`src/hdl/apfs_pkg.sv`:
```
// constants shared by the audio port format and status register block
package apfs_pkg;

  // ----------------------------------------------------------------
  // bus and register indices (byte address = 4 * index)
  // ----------------------------------------------------------------
  localparam int         AXI_ADDR_W     = 8;
  localparam logic [5:0] IDX_PORT_MODE  = 6'h05;
  localparam logic [5:0] IDX_REPORT     = 6'h06;
  localparam logic [5:0] IDX_IRQ_STATUS = 6'h08;
  localparam logic [5:0] IDX_IRQ_CLEAR  = 6'h09;
  localparam logic [5:0] IDX_IRQ_ENABLE = 6'h0A;

  localparam logic [1:0] RESP_OKAY   = 2'h0;
  localparam logic [1:0] RESP_SLVERR = 2'h2;

  // ----------------------------------------------------------------
  // port mode register layout
  // ----------------------------------------------------------------
  localparam int         DEEMPH_MSB  = 7;
  localparam int         DEEMPH_LSB  = 5;
  localparam int         EDGE_BIT    = 4;
  localparam int         OUTFMT_BIT  = 3;
  localparam int         INFMT_MSB   = 2;
  localparam int         INFMT_LSB   = 0;
  localparam logic [7:0] PORT_RESET  = 8'h00;

  localparam logic [2:0] DEEMPH_BY_PINS = 3'h0;
  localparam logic [2:0] DEEMPH_44K1    = 3'h1;
  localparam logic [2:0] DEEMPH_48K     = 3'h2;
  localparam logic [2:0] DEEMPH_32K     = 3'h3;
  localparam logic [2:0] DEEMPH_OFF     = 3'h4;

  // applied curve code, also the encoding of the selection pins
  localparam logic [1:0] CURVE_OFF  = 2'h0;
  localparam logic [1:0] CURVE_44K1 = 2'h1;
  localparam logic [1:0] CURVE_48K  = 2'h2;
  localparam logic [1:0] CURVE_32K  = 2'h3;

  // ----------------------------------------------------------------
  // status report and interrupt layout
  // ----------------------------------------------------------------
  localparam int PEAK_W      = 3;
  localparam int ACC_R_BIT   = 7;
  localparam int ACC_L_BIT   = 6;
  localparam int PEAK_R_LSB  = 3;
  localparam int PEAK_L_LSB  = 0;
  localparam int IRQ_PEAK_L  = 0;
  localparam int IRQ_PEAK_R  = 1;
  localparam int IRQ_ACCEPT  = 2;
  localparam int IRQ_W       = 3;

  function automatic logic [5:0] apfs_index(
    input logic [AXI_ADDR_W-1:0] addr
  );
    return addr[7:2];
  endfunction

endpackage

```
`src/hdl/apfs_port_regs.sv`:
```
// port format / de-emphasis register and converter status report
`timescale 1ns/1ns
module apfs_port_regs
  import apfs_pkg::*;
(
  input  wire logic                  core_clk,
  input  wire logic                  nrst,
  input  wire logic [AXI_ADDR_W-1:0] awaddr,
  input  wire logic [2:0]            awprot,
  input  wire logic                  awvalid,
  output      logic                  awready,
  input  wire logic [31:0]           wdata,
  input  wire logic [3:0]            wstrb,
  input  wire logic                  wvalid,
  output      logic                  wready,
  output      logic [1:0]            bresp,
  output      logic                  bvalid,
  input  wire logic                  bready,
  input  wire logic [AXI_ADDR_W-1:0] araddr,
  input  wire logic [2:0]            arprot,
  input  wire logic                  arvalid,
  output      logic                  arready,
  output      logic [31:0]           rdata,
  output      logic [1:0]            rresp,
  output      logic                  rvalid,
  input  wire logic                  rready,
  input  wire logic [PEAK_W-1:0]     peakSampleLeft,
  input  wire logic [PEAK_W-1:0]     peakSampleRight,
  input  wire logic                  volumeAcceptLeft,
  input  wire logic                  volumeAcceptRight,
  input  wire logic [1:0]            deemphPins,
  output      logic [1:0]            deemphCurve,
  output      logic                  bitClockEdgeSelect,
  output      logic                  outputWordFormat,
  output      logic [2:0]            inputWordFormat,
  output      logic                  irq
);

  // ----------------------------------------------------------------
  // write channel
  // ----------------------------------------------------------------
  logic [5:0] wrIndex;
  logic [7:0] wrByte;
  logic       awHeld;
  logic       wHeld;
  logic       wrLane;
  logic       doWrite;
  logic [7:0] portMode;

  // address and data are taken in either order, one write at a time
  always_ff @(posedge core_clk) begin
    if (!nrst) begin
      awready <= 1'b1;
      awHeld  <= 1'b0;
      wrIndex <= '0;
    end else if (awvalid && awready) begin
      awready <= 1'b0;
      awHeld  <= 1'b1;
      wrIndex <= apfs_index(awaddr);
    end else if (doWrite) begin
      awHeld  <= 1'b0;
    end else if (bvalid && bready) begin
      awready <= 1'b1;
    end
  end

  always_ff @(posedge core_clk) begin
    if (!nrst) begin
      wready <= 1'b1;
      wHeld  <= 1'b0;
      wrByte <= '0;
      wrLane <= 1'b0;
    end else if (wvalid && wready) begin
      wready <= 1'b0;
      wHeld  <= 1'b1;
      wrByte <= wdata[7:0];
      wrLane <= wstrb[0];
    end else if (doWrite) begin
      wHeld  <= 1'b0;
    end else if (bvalid && bready) begin
      wready <= 1'b1;
    end
  end

  assign doWrite = awHeld && wHeld && !bvalid;

  logic wrMapped;
  logic wrPort;
  logic wrClear;
  logic wrEnable;

  always_comb begin
    wrPort   = 1'b0;
    wrClear  = 1'b0;
    wrEnable = 1'b0;
    wrMapped = 1'b1;
    if (wrIndex == IDX_PORT_MODE) begin
      wrPort = doWrite && wrLane;
    end else if (wrIndex == IDX_IRQ_CLEAR) begin
      wrClear = doWrite && wrLane;
    end else if (wrIndex == IDX_IRQ_ENABLE) begin
      wrEnable = doWrite && wrLane;
    end else if (wrIndex == IDX_REPORT ||
                 wrIndex == IDX_IRQ_STATUS) begin
      wrMapped = 1'b1;
    end else begin
      wrMapped = 1'b0;
    end
  end

  always_ff @(posedge core_clk) begin
    if (!nrst) begin
      bvalid <= 1'b0;
      bresp  <= RESP_OKAY;
    end else if (doWrite) begin
      bvalid <= 1'b1;
      bresp  <= wrMapped ? RESP_OKAY : RESP_SLVERR;
    end else if (bready) begin
      bvalid <= 1'b0;
    end
  end

  // ----------------------------------------------------------------
  // port mode register and its decoded outputs
  // ----------------------------------------------------------------
  always_ff @(posedge core_clk) begin
    if (!nrst) begin
      portMode <= PORT_RESET;
    end else if (wrPort) begin
      portMode <= wrByte;
    end
  end

  logic [2:0] deemphSelect;
  logic [1:0] next_deemphCurve;
  assign deemphSelect = portMode[DEEMPH_MSB:DEEMPH_LSB];

  // unused codes 5-7 are treated like the disable code
  always_comb begin
    if (deemphSelect == DEEMPH_BY_PINS) begin
      next_deemphCurve = deemphPins;
    end else if (deemphSelect == DEEMPH_44K1) begin
      next_deemphCurve = CURVE_44K1;
    end else if (deemphSelect == DEEMPH_48K) begin
      next_deemphCurve = CURVE_48K;
    end else if (deemphSelect == DEEMPH_32K) begin
      next_deemphCurve = CURVE_32K;
    end else begin
      next_deemphCurve = CURVE_OFF;
    end
  end

  always_ff @(posedge core_clk) begin
    if (!nrst) begin
      deemphCurve        <= CURVE_OFF;
      bitClockEdgeSelect <= 1'b0;
      outputWordFormat   <= 1'b0;
      inputWordFormat    <= '0;
    end else begin
      deemphCurve        <= next_deemphCurve;
      bitClockEdgeSelect <= portMode[EDGE_BIT];
      outputWordFormat   <= portMode[OUTFMT_BIT];
      inputWordFormat    <= portMode[INFMT_MSB:INFMT_LSB];
    end
  end

  // ----------------------------------------------------------------
  // converter status: peaks, accept flags, events
  // ----------------------------------------------------------------
  logic              readTaken;
  logic              clearPeaks;
  logic [PEAK_W-1:0] peakLeft;
  logic [PEAK_W-1:0] peakRight;
  logic              roseLeft;
  logic              roseRight;
  logic [1:0]        accept;
  logic [1:0]        acceptSeen;

  assign readTaken  = arvalid && arready;
  assign clearPeaks = readTaken &&
                      (apfs_index(araddr) == IDX_PORT_MODE);

  apfs_peak_hold #(.W(PEAK_W)) u_peak_left (
    .core_clk (core_clk),
    .nrst     (nrst),
    .sample   (peakSampleLeft),
    .clear    (clearPeaks),
    .peak     (peakLeft),
    .rose     (roseLeft)
  );

  apfs_peak_hold #(.W(PEAK_W)) u_peak_right (
    .core_clk (core_clk),
    .nrst     (nrst),
    .sample   (peakSampleRight),
    .clear    (clearPeaks),
    .peak     (peakRight),
    .rose     (roseRight)
  );

  always_ff @(posedge core_clk) begin
    if (!nrst) begin
      accept     <= '0;
      acceptSeen <= '0;
    end else begin
      accept     <= {volumeAcceptRight, volumeAcceptLeft};
      acceptSeen <= accept;
    end
  end

  logic [IRQ_W-1:0] events;
  logic [IRQ_W-1:0] irqStatus;
  logic [IRQ_W-1:0] irqEnable;

  always_comb begin
    events             = '0;
    events[IRQ_PEAK_L] = roseLeft;
    events[IRQ_PEAK_R] = roseRight;
    events[IRQ_ACCEPT] = |(accept & ~acceptSeen);
  end

  apfs_irq_regs #(.N(IRQ_W)) u_irq (
    .core_clk (core_clk),
    .nrst     (nrst),
    .events   (events),
    .clearWe  (wrClear),
    .enableWe (wrEnable),
    .wrData   (wrByte[IRQ_W-1:0]),
    .status   (irqStatus),
    .enable   (irqEnable),
    .irq      (irq)
  );

  // ----------------------------------------------------------------
  // read channel
  // ----------------------------------------------------------------
  logic [7:0] rdByte;
  logic       rdMapped;
  logic [5:0] rdIndex;

  assign rdIndex = apfs_index(araddr);

  // a port mode read clears the peaks; its read data holds the port mode, not the peaks
  always_comb begin
    rdByte   = '0;
    rdMapped = 1'b1;
    if (rdIndex == IDX_PORT_MODE) begin
      rdByte = portMode;
    end else if (rdIndex == IDX_REPORT) begin
      rdByte[ACC_R_BIT] = accept[1];
      rdByte[ACC_L_BIT] = accept[0];
      rdByte[PEAK_R_LSB +: PEAK_W] = peakRight;
      rdByte[PEAK_L_LSB +: PEAK_W] = peakLeft;
    end else if (rdIndex == IDX_IRQ_STATUS) begin
      rdByte[IRQ_W-1:0] = irqStatus;
    end else if (rdIndex == IDX_IRQ_ENABLE) begin
      rdByte[IRQ_W-1:0] = irqEnable;
    end else if (rdIndex == IDX_IRQ_CLEAR) begin
      rdByte = '0;
    end else begin
      rdMapped = 1'b0;
    end
  end

  always_ff @(posedge core_clk) begin
    if (!nrst) begin
      arready <= 1'b1;
      rvalid  <= 1'b0;
      rdata   <= '0;
      rresp   <= RESP_OKAY;
    end else if (readTaken) begin
      arready <= 1'b0;
      rvalid  <= 1'b1;
      rdata   <= {24'h000000, rdByte};
      rresp   <= rdMapped ? RESP_OKAY : RESP_SLVERR;
    end else if (rvalid && rready) begin
      arready <= 1'b1;
      rvalid  <= 1'b0;
    end
  end
endmodule

```
`src/hdl/apfs_peak_hold.sv`:
```
// sticky peak level of one converter channel
`timescale 1ns/1ns
module apfs_peak_hold #(
  parameter int W = 3
) (
  input  wire logic         core_clk,
  input  wire logic         nrst,
  input  wire logic [W-1:0] sample,
  input  wire logic         clear,
  output      logic [W-1:0] peak,
  output      logic         rose
);

  function automatic logic [W-1:0] larger(
    input logic [W-1:0] a,
    input logic [W-1:0] b
  );
    return (a > b) ? a : b;
  endfunction

  // a sample in the clearing cycle is kept, so no peak is lost
  always_ff @(posedge core_clk) begin
    if (!nrst) begin
      peak <= '0;
    end else if (clear) begin
      peak <= sample;
    end else begin
      peak <= larger(peak, sample);
    end
  end

  always_ff @(posedge core_clk) begin
    if (!nrst) begin
      rose <= 1'b0;
    end else begin
      rose <= (sample > (clear ? {W{1'b0}} : peak));
    end
  end

endmodule

```
`src/hdl/apfs_irq_regs.sv`:
```
// sticky event status, enable mask and level interrupt
`timescale 1ns/1ns
module apfs_irq_regs #(
  parameter int N = 3
) (
  input  wire logic         core_clk,
  input  wire logic         nrst,
  input  wire logic [N-1:0] events,
  input  wire logic         clearWe,
  input  wire logic         enableWe,
  input  wire logic [N-1:0] wrData,
  output      logic [N-1:0] status,
  output      logic [N-1:0] enable,
  output      logic         irq
);

  // set wins over a clear in the same cycle
  always_ff @(posedge core_clk) begin
    if (!nrst) begin
      status <= '0;
    end else begin
      status <= (status & ~(clearWe ? wrData : {N{1'b0}})) | events;
    end
  end

  always_ff @(posedge core_clk) begin
    if (!nrst) begin
      enable <= '0;
    end else if (enableWe) begin
      enable <= wrData;
    end
  end

  always_ff @(posedge core_clk) begin
    if (!nrst) begin
      irq <= 1'b0;
    end else begin
      irq <= |(status & enable);
    end
  end

endmodule

```
`config.mk`:
```
export PLATFORM = sky130hd
export DESIGN_NAME = apfs_port_regs
export DESIGN_NICKNAME = d
export VERILOG_FILES = /design/src/hdl/apfs_pkg.sv /design/src/hdl/apfs_port_regs.sv /design/src/hdl/apfs_peak_hold.sv /design/src/hdl/apfs_irq_regs.sv
export SDC_FILE = /design/constraint.sdc
export NUM_CORES = 1
export LEC_CHECK = 0
export BUFFER_PORTS_ARGS = -buffer_cell sky130_fd_sc_hd__buf_2
export CAP_MARGIN = 20
export CORE_MARGIN = 4
export CORE_UTILIZATION = 52
export CTS_BUF_LIST = sky130_fd_sc_hd__clkbuf_8 sky130_fd_sc_hd__clkbuf_16
export DETAILED_ROUTE_END_ITERATION = 12
export PLACE_DENSITY_LB_ADDON = 0.08
export SETUP_SLACK_MARGIN = 0.4
export SYNTH_ARGS = -nofsm -noshare
export SYNTH_HDL_FRONTEND = slang
export SYNTH_HIERARCHICAL = 1
export SYNTH_SLANG_ARGS = --single-unit
```
`constraint.sdc`:
```
create_clock -name core_clk -period 3.5 [get_ports core_clk]
set_input_delay 0.525 -clock core_clk [delete_from_list [all_inputs] [get_ports core_clk]]
set_output_delay 0.525 -clock core_clk [all_outputs]
set_load 0.005 [all_outputs]
```
==> results.json, run 1 <==
{
  "outcome": "complete, no violations",
  "wl_per_cell_um": 12.3,
  "synth.most_common_cell": "dfxtp_1",
  "ys_warn_count": 6,
  "syn_inst": 351,
  "clock-root-buffer": "clkbuf_8",
  "path_clk_slew_ns": 0.07,
  "grt_start_max_net_pins": 49,
  "powerDensity_mw_per_mm2": 494,
  "antenna_found_initial": 0,
  "die_h_um": 85.3,
  "place.gp.congestion": 0.781,
  "die_w_um": 85.3,
  "syn_area_mm2": 0.00311,
  "grt_pass1_vias": 2259,
  "drive_gt1_share_pct": 22.0,
  "cts_resized": 0,
  "peakVddDrop_uv": 373,
  "ant_nets": 0,
  "synthFlopType": "dfxtp_1",
  "num_antenna_cells": 0,
  "clkSinkCount": 66,
  "synth_top_family_by_area": "simple AND/OR/NAND/NOR gates",
  "max_cap_viol_count": 0,
  "worst_slew_pin_slew_ns": 0.768,
  "min_period_over_period_pct": 57.4,
  "overflow": 0,
  "io_buffers": 60,
  "via_count": 2411,
  "arrival_ns": 2.23,
  "cts_made_buffers": 9,
  "crit_end": "u_peak_left/rose",
  "placed_area_mm2": 0.00337,
  "syn_avg_cell_area_um2": 8.86,
  "cts_setup_buffers": 0,
  "finalNetCount": 501,
  "routed_via_density": 4.91,
  "grt_setup_unrepaired": "no",
  "cts_tree": "built",
  "synth.area.top_cells": "dfxtp_1 42%, nand2_1 7.6%, buf_4 6.3%",
  "finalHoldViolations": 0,
  "yosys.area.top_type": "dfxtp_1",
  "hpwl_mm": 4.50,
  "cp-start-kind": "register",
  "num_rows": 27,
  "crit-reg2reg-capture": "u_peak_left/rose",
  "synthSimpleGateAreaFrac_pct": 22.1,
  "drtIter0Drc": 126,
  "relSlewSlack_pct": 48.8,
  "synth_top_area_share_pct": 42.5,
  "cp_data_required_time_ns": 3.72,
  "critPathKind": "register to register",
  "power.leakage_nw": 1.59,
  "clock.fmax_mhz": 498,
  "ios": 124,
  "syn_to_final_growth_pct": 15.9,
  "min_path_type": "input pin to register",
  "synthAdderAreaFrac_pct": 4.83,
  "synthDistinctLibCells": 40,
  "htreeDepth": 3,
  "ctsHoldBuffers": 0,
  "synth_seq_area_share_pct": 42.5,
  "period_needed_ns": 2.01,
  "worstSkewPairLatency_ns": 0.33,
  "r2r_start": "arready",
  "worstRegToRegCells": 8,
  "fin_worst_skew_ns": 0.00719,
  "wl_mm": 6.06,
  "synth_async_sr_flop_share_pct": 0,
  "synth_xor_area_share_pct": 0,
  "fin_area_mm2": 0.00360,
  "fin_tns_setup_ns": 0,
  "grt_usage_pct": 16.9,
  "fp.dieArea_mm2": 0.00728,
  "synthMuxAreaShare_pct": 3.98,
  "finalSetupViolations": 0,
  "power.total_mw": 1.78,
  "final_util_pct": 63.9,
  "start_util_pct": 55.1,
  "drt-pass1-iter-count": 4,
  "critPathMaxFanout": 11,
  "synth_edf_count": 0,
  "drc": 0,
  "synth_common_cells": "66 x dfxtp_1, 63 x nand2_1, 26 x buf_4, 21 x a21boi_0, 19 x inv_1",
  "clock_path_buffers": 2,
  "grt_pass1_wl_mm": 9.97,
  "r2r_slack_ns": 1.49,
  "core_mm2": 0.00564,
  "synth-compound-area-share_pct": 16.3,
  "report.final.slew_viol_count": 0,
  "crit_start": "arready",
  "synth_seq_cells": 66,
  "timing.hold.ws_ns": 0.391,
  "end_kind": "register"
}
[worst max-delay path: stages, from the launching register on]
cell and delay, ns:
dfxtp_1 0.38, nand2_1 0.24, nor4_1 0.24, buf_4 0.22, nand2b_1 0.12, ha_1 0.24
nor2b_1 0.13, o21ai_0 0.22, a21oi_1 0.11
[cell type report]
| type | instances | area, µm² |
|---|---|---|
| Multi-Input combinational cell | 255 | 1570 |
| Timing Repair Buffer | 63 | 323 |
| Fill cell | 493 | 2040 |
| Inverter | 19 | 71.3 |
| Tap cell | 72 | 90.1 |
| Clock inverter | 7 | 109 |
| Clock buffer | 9 | 124 |
| Sequential cell | 66 | 1320 |
[cell usage in the layout (no fill, tap or decap), drive strengths merged]
master   instances
bufinv           3
inv             20
o21ai           25
o21a             4
nand2           63
nor3b            2
mux2i            9
a21oi            9
and2            12
nand2b           8
a22oi            3
o211ai           3
a211oi           2
a222oi           1
a32o             1
ha              12
nand4bb          1
nor2b            7
nor2            13
and4bb           2
a21boi          21
nor4             1
o22ai            1
nand4            3
conb            26
clkbuf           9
dfxtp           66
nor3             3
buf             63
mux2             3
and3b            1
clkinv           3
nand3           13
a221oi           6
[metal layers]
layer | up-vias | global-route usage (%) | share of wire, %
met2 | 59 | 28.2 | 46
met3 | 7 | 5.92 | 6.8
li1 | 1268 | - | -
met5 | - | 0 | 0
met4 | 0 | 3.88 | 0.84
met1 | 1077 | 21.0 | 47
[how the worst min path moves through the flow]
stage	start	endpoint	slack [ns]	cells after the start
2_1_floorplan	u_peak_left/rose	u_irq/status[0]	0.42	1
3_3_place_gp	u_peak_left/rose	u_irq/status[0]	0.42	1
3_5_place_dp	u_peak_left/rose	u_irq/status[0]	0.44	1
4_1_cts	volumeAcceptRight	accept[1]	0.38	2
5_1_grt	volumeAcceptLeft	accept[0]	0.40	2
6_report	volumeAcceptRight	accept[1]	0.39	2
[per-stage QoR]
step	setup WS [ns]	std cells
2_1_floorplan	1.04	376
3_3_place_gp	1.34	475
3_5_place_dp	1.27	475
4_1_cts	1.50	491
5_1_grt	1.31	491
6_report	1.49	491
[sequential cells by signal (all words and copies together), names as in the netlist, 2 cells and up]
| register | count |
|---|---|
| portMode | 8 |
| rdata | 8 |
| wrByte | 8 |
| wrIndex | 6 |
| inputWordFormat | 3 |
| u_irq/enable | 3 |
| u_irq/status | 3 |
| u_peak_left/peak | 3 |
| u_peak_right/peak | 3 |
| acceptSeen | 2 |
| accept | 2 |
| deemphCurve | 2 |
[power by group]
group	internal, mW	switching [mW]	total, mW
clock	0.467	0.275	0.741
combinational	0.0970	0.116	0.213
sequential	0.793	0.0324	0.826
[cells by family (layout without fill, tap and decap cells)]
logic type      after synthesis  count (layout)
compound gates               76              76
buf+inv                      55              98
other cells                   1              26
flops                        66              66
fa+ha+maj                    12              12
mux                          12              12
simple gates                129             129
No activity file was read; power rests on OpenSTA's default activity.
==> run 2, diff against run 1 <==
- CORE_UTILIZATION: 52 -> 48
- clock period: 3.5 -> 2 ns (I/O delays scaled with it)
==> results.json, run 2 (same netlist as run 1, synthesis figures left out) <==
{
  "clock.fmax_mhz": 665,
  "grt_start_max_net_pins": 32,
  "min_period_over_period_pct": 75.2,
  "antenna_found_initial": 0,
  "finalSetupViolations": 0,
  "routed_via_density": 4.88,
  "cts_tree": "built",
  "final_cell_mix": "64 x dfxtp_1, 62 x nand2_1, 60 x buf_2, 26 x conb_1, 21 x a21boi_0",
  "switching_share_pct": 23.2,
  "arrival_ns": 1.76,
  "peakVddDrop_uv": 697,
  "top_regs": "portMode: 8 flops, rdata: 8 flops, wrByte: 8 flops",
  "seq_power_share_pct": 43.6,
  "path_clk_slew_ns": 0.07,
  "grt_pass1_vias": 2255,
  "cp_data_required_time_ns": 2.26,
  "dp_slack_ns": 0.152,
  "power.share.combinational_pct": 12.7,
  "drt-pass1-iter-count": 4,
  "ios": 124,
  "drc": 0,
  "cp-start-kind": "register",
  "num_antenna_cells": 0,
  "clock_path_buffers": 2,
  "grt_pass1_wl_mm": 10.2,
  "core_mm2": 0.00631,
  "start_util_pct": 49.2,
  "mostFrequentLayoutCell": "dfxtp_1",
  "wl_per_cell_um": 12.4,
  "relSlewSlack_pct": 64.9,
  "overflow": 0,
  "powerDensity_mw_per_mm2": 863,
  "grt_usage_pct": 16.6,
  "finalNetCount": 512,
  "report.final.slew_viol_count": 0,
  "wl_mm": 6.29,
  "worstPathCellList": "ha_1, nand3_1, o21ai_1, nor3_2, mux2i_1",
  "finalHoldViolations": 0,
  "fin_worst_skew_ns": 0.00845,
  "fin_tns_setup_ns": 0,
  "worstSkewPairLatency_ns": 0.33,
  "outcome": "complete, no violations",
  "power.leakage_nw": 1.67,
  "drtIter0Drc": 108,
  "cts_made_buffers": 9,
  "critPathKind": "register to register",
  "max_cap_viol_count": 0,
  "period_needed_ns": 1.50,
  "syn_to_final_growth_pct": 23.4,
  "fp.dieArea_mm2": 0.00783,
  "p_clk_share_pct": 43.7,
  "grt_setup_unrepaired": "yes",
  "via_count": 2476,
  "htreeDepth": 3,
  "intPower_mw": 2.54,
  "p_sw_mw": 0.770,
  "die_h_um": 88.5,
  "path_buf_inv": 0,
  "ant_nets": 0,
  "crit_path_top_delay_cell": "dfxtp_1",
  "crit_family": "flip-flops",
  "timing.final.ws_setup_ns": 0.496,
  "place.gp.congestion": 0.769,
  "num_rows": 29,
  "final_util_pct": 60.8,
  "ctsHoldBuffers": 0,
  "hpwl_mm": 4.76,
  "slowest_delay_ns": 0.45,
  "drive_gt1_share_pct": 27.2,
  "worst_slew_pin_slew_ns": 0.527,
  "min_path_type": "input pin to register",
  "io_buffers": 60,
  "clkSinkCount": 66,
  "clock-root-buffer": "clkbuf_8",
  "critPathMaxFanout": 4,
  "end_kind": "register",
  "die_w_um": 88.5
}
-- run 2: changes by cell type in the layout (fill, tap and decap cells not counted), sizes merged --
cell,before,now
inv,20,19
clkinv,3,2
bufinv,3,4
buf,63,74
clkinvlp,0,1
-- run 2: what timing repair did --
action | 4_1_cts | 5_1_grt
setup endpoints to repair | 2 | 7
pin swaps | 5 | 1
buffers inserted | 3 | 1
gates resized for setup | 6 | 6
-- run 2: area by class of cell --
type / instances / area, µm²
clock buffers: 9 / 124
clock inverters: 7 / 141
fillers: 571 / 2480
inverters: 19 / 71.3
multi-input cells: 255 / 1660
flip-flops and latches: 66 / 1330
well taps: 77 / 96.3
repair buffers: 74 / 418
-- run 2: power by group through the flow --
stage          registers (mW)  clock network, mW  logic (mW)
2_1_floorplan            1.46                  0       0.301
3_3_place_gp             1.47                  0       0.383
3_5_place_dp             1.47                  0       0.393
4_1_cts                  1.45               1.48       0.416
5_1_grt                  1.45               1.52       0.481
6_report                 1.44               1.45       0.420
-- run 2: final timing paths --
path / slack [ns] / from / depth (start not counted) / to
setup / recovery: 0.50 / u_peak_left/peak[1] / 5 / u_peak_left/peak[1]
hold reg to reg: 0.44 / u_peak_left/rose / 1 / u_irq/status[0]
setup reg to reg: 0.50 / u_peak_left/peak[1] / 5 / u_peak_left/peak[1]
hold / removal: 0.17 / volumeAcceptLeft / 2 / accept[0]
-- run 2: metrics by stage --
stage	hold WS, ns	std cells	power (mW)	area (µm²)
floorplan	0.416	376	1.76	3240
global placement	0.425	487	1.85	3470
detailed placement	0.429	487	1.86	3470
CTS	0.153	506	3.34	3810
global route	0.161	507	3.46	3840
finish	0.167	507	3.31	3840
-- run 2: layer usage --
layer	vias to the layer above	global-route usage [%]	share of wire, %
met5	-	0	0
met4	0	4.95	0.64
met3	6	4.84	7.0
met2	65	27.9	47
met1	1108	20.6	45
li1	1297	-	-
-- run 2: worst register-to-register path, stage by stage, from the launching register on --
cell	delay, ns
dfxtp_1	0.45
ha_1	0.31
nand3_1	0.09
o21ai_1	0.07
nor3_2	0.28
mux2i_1	0.24
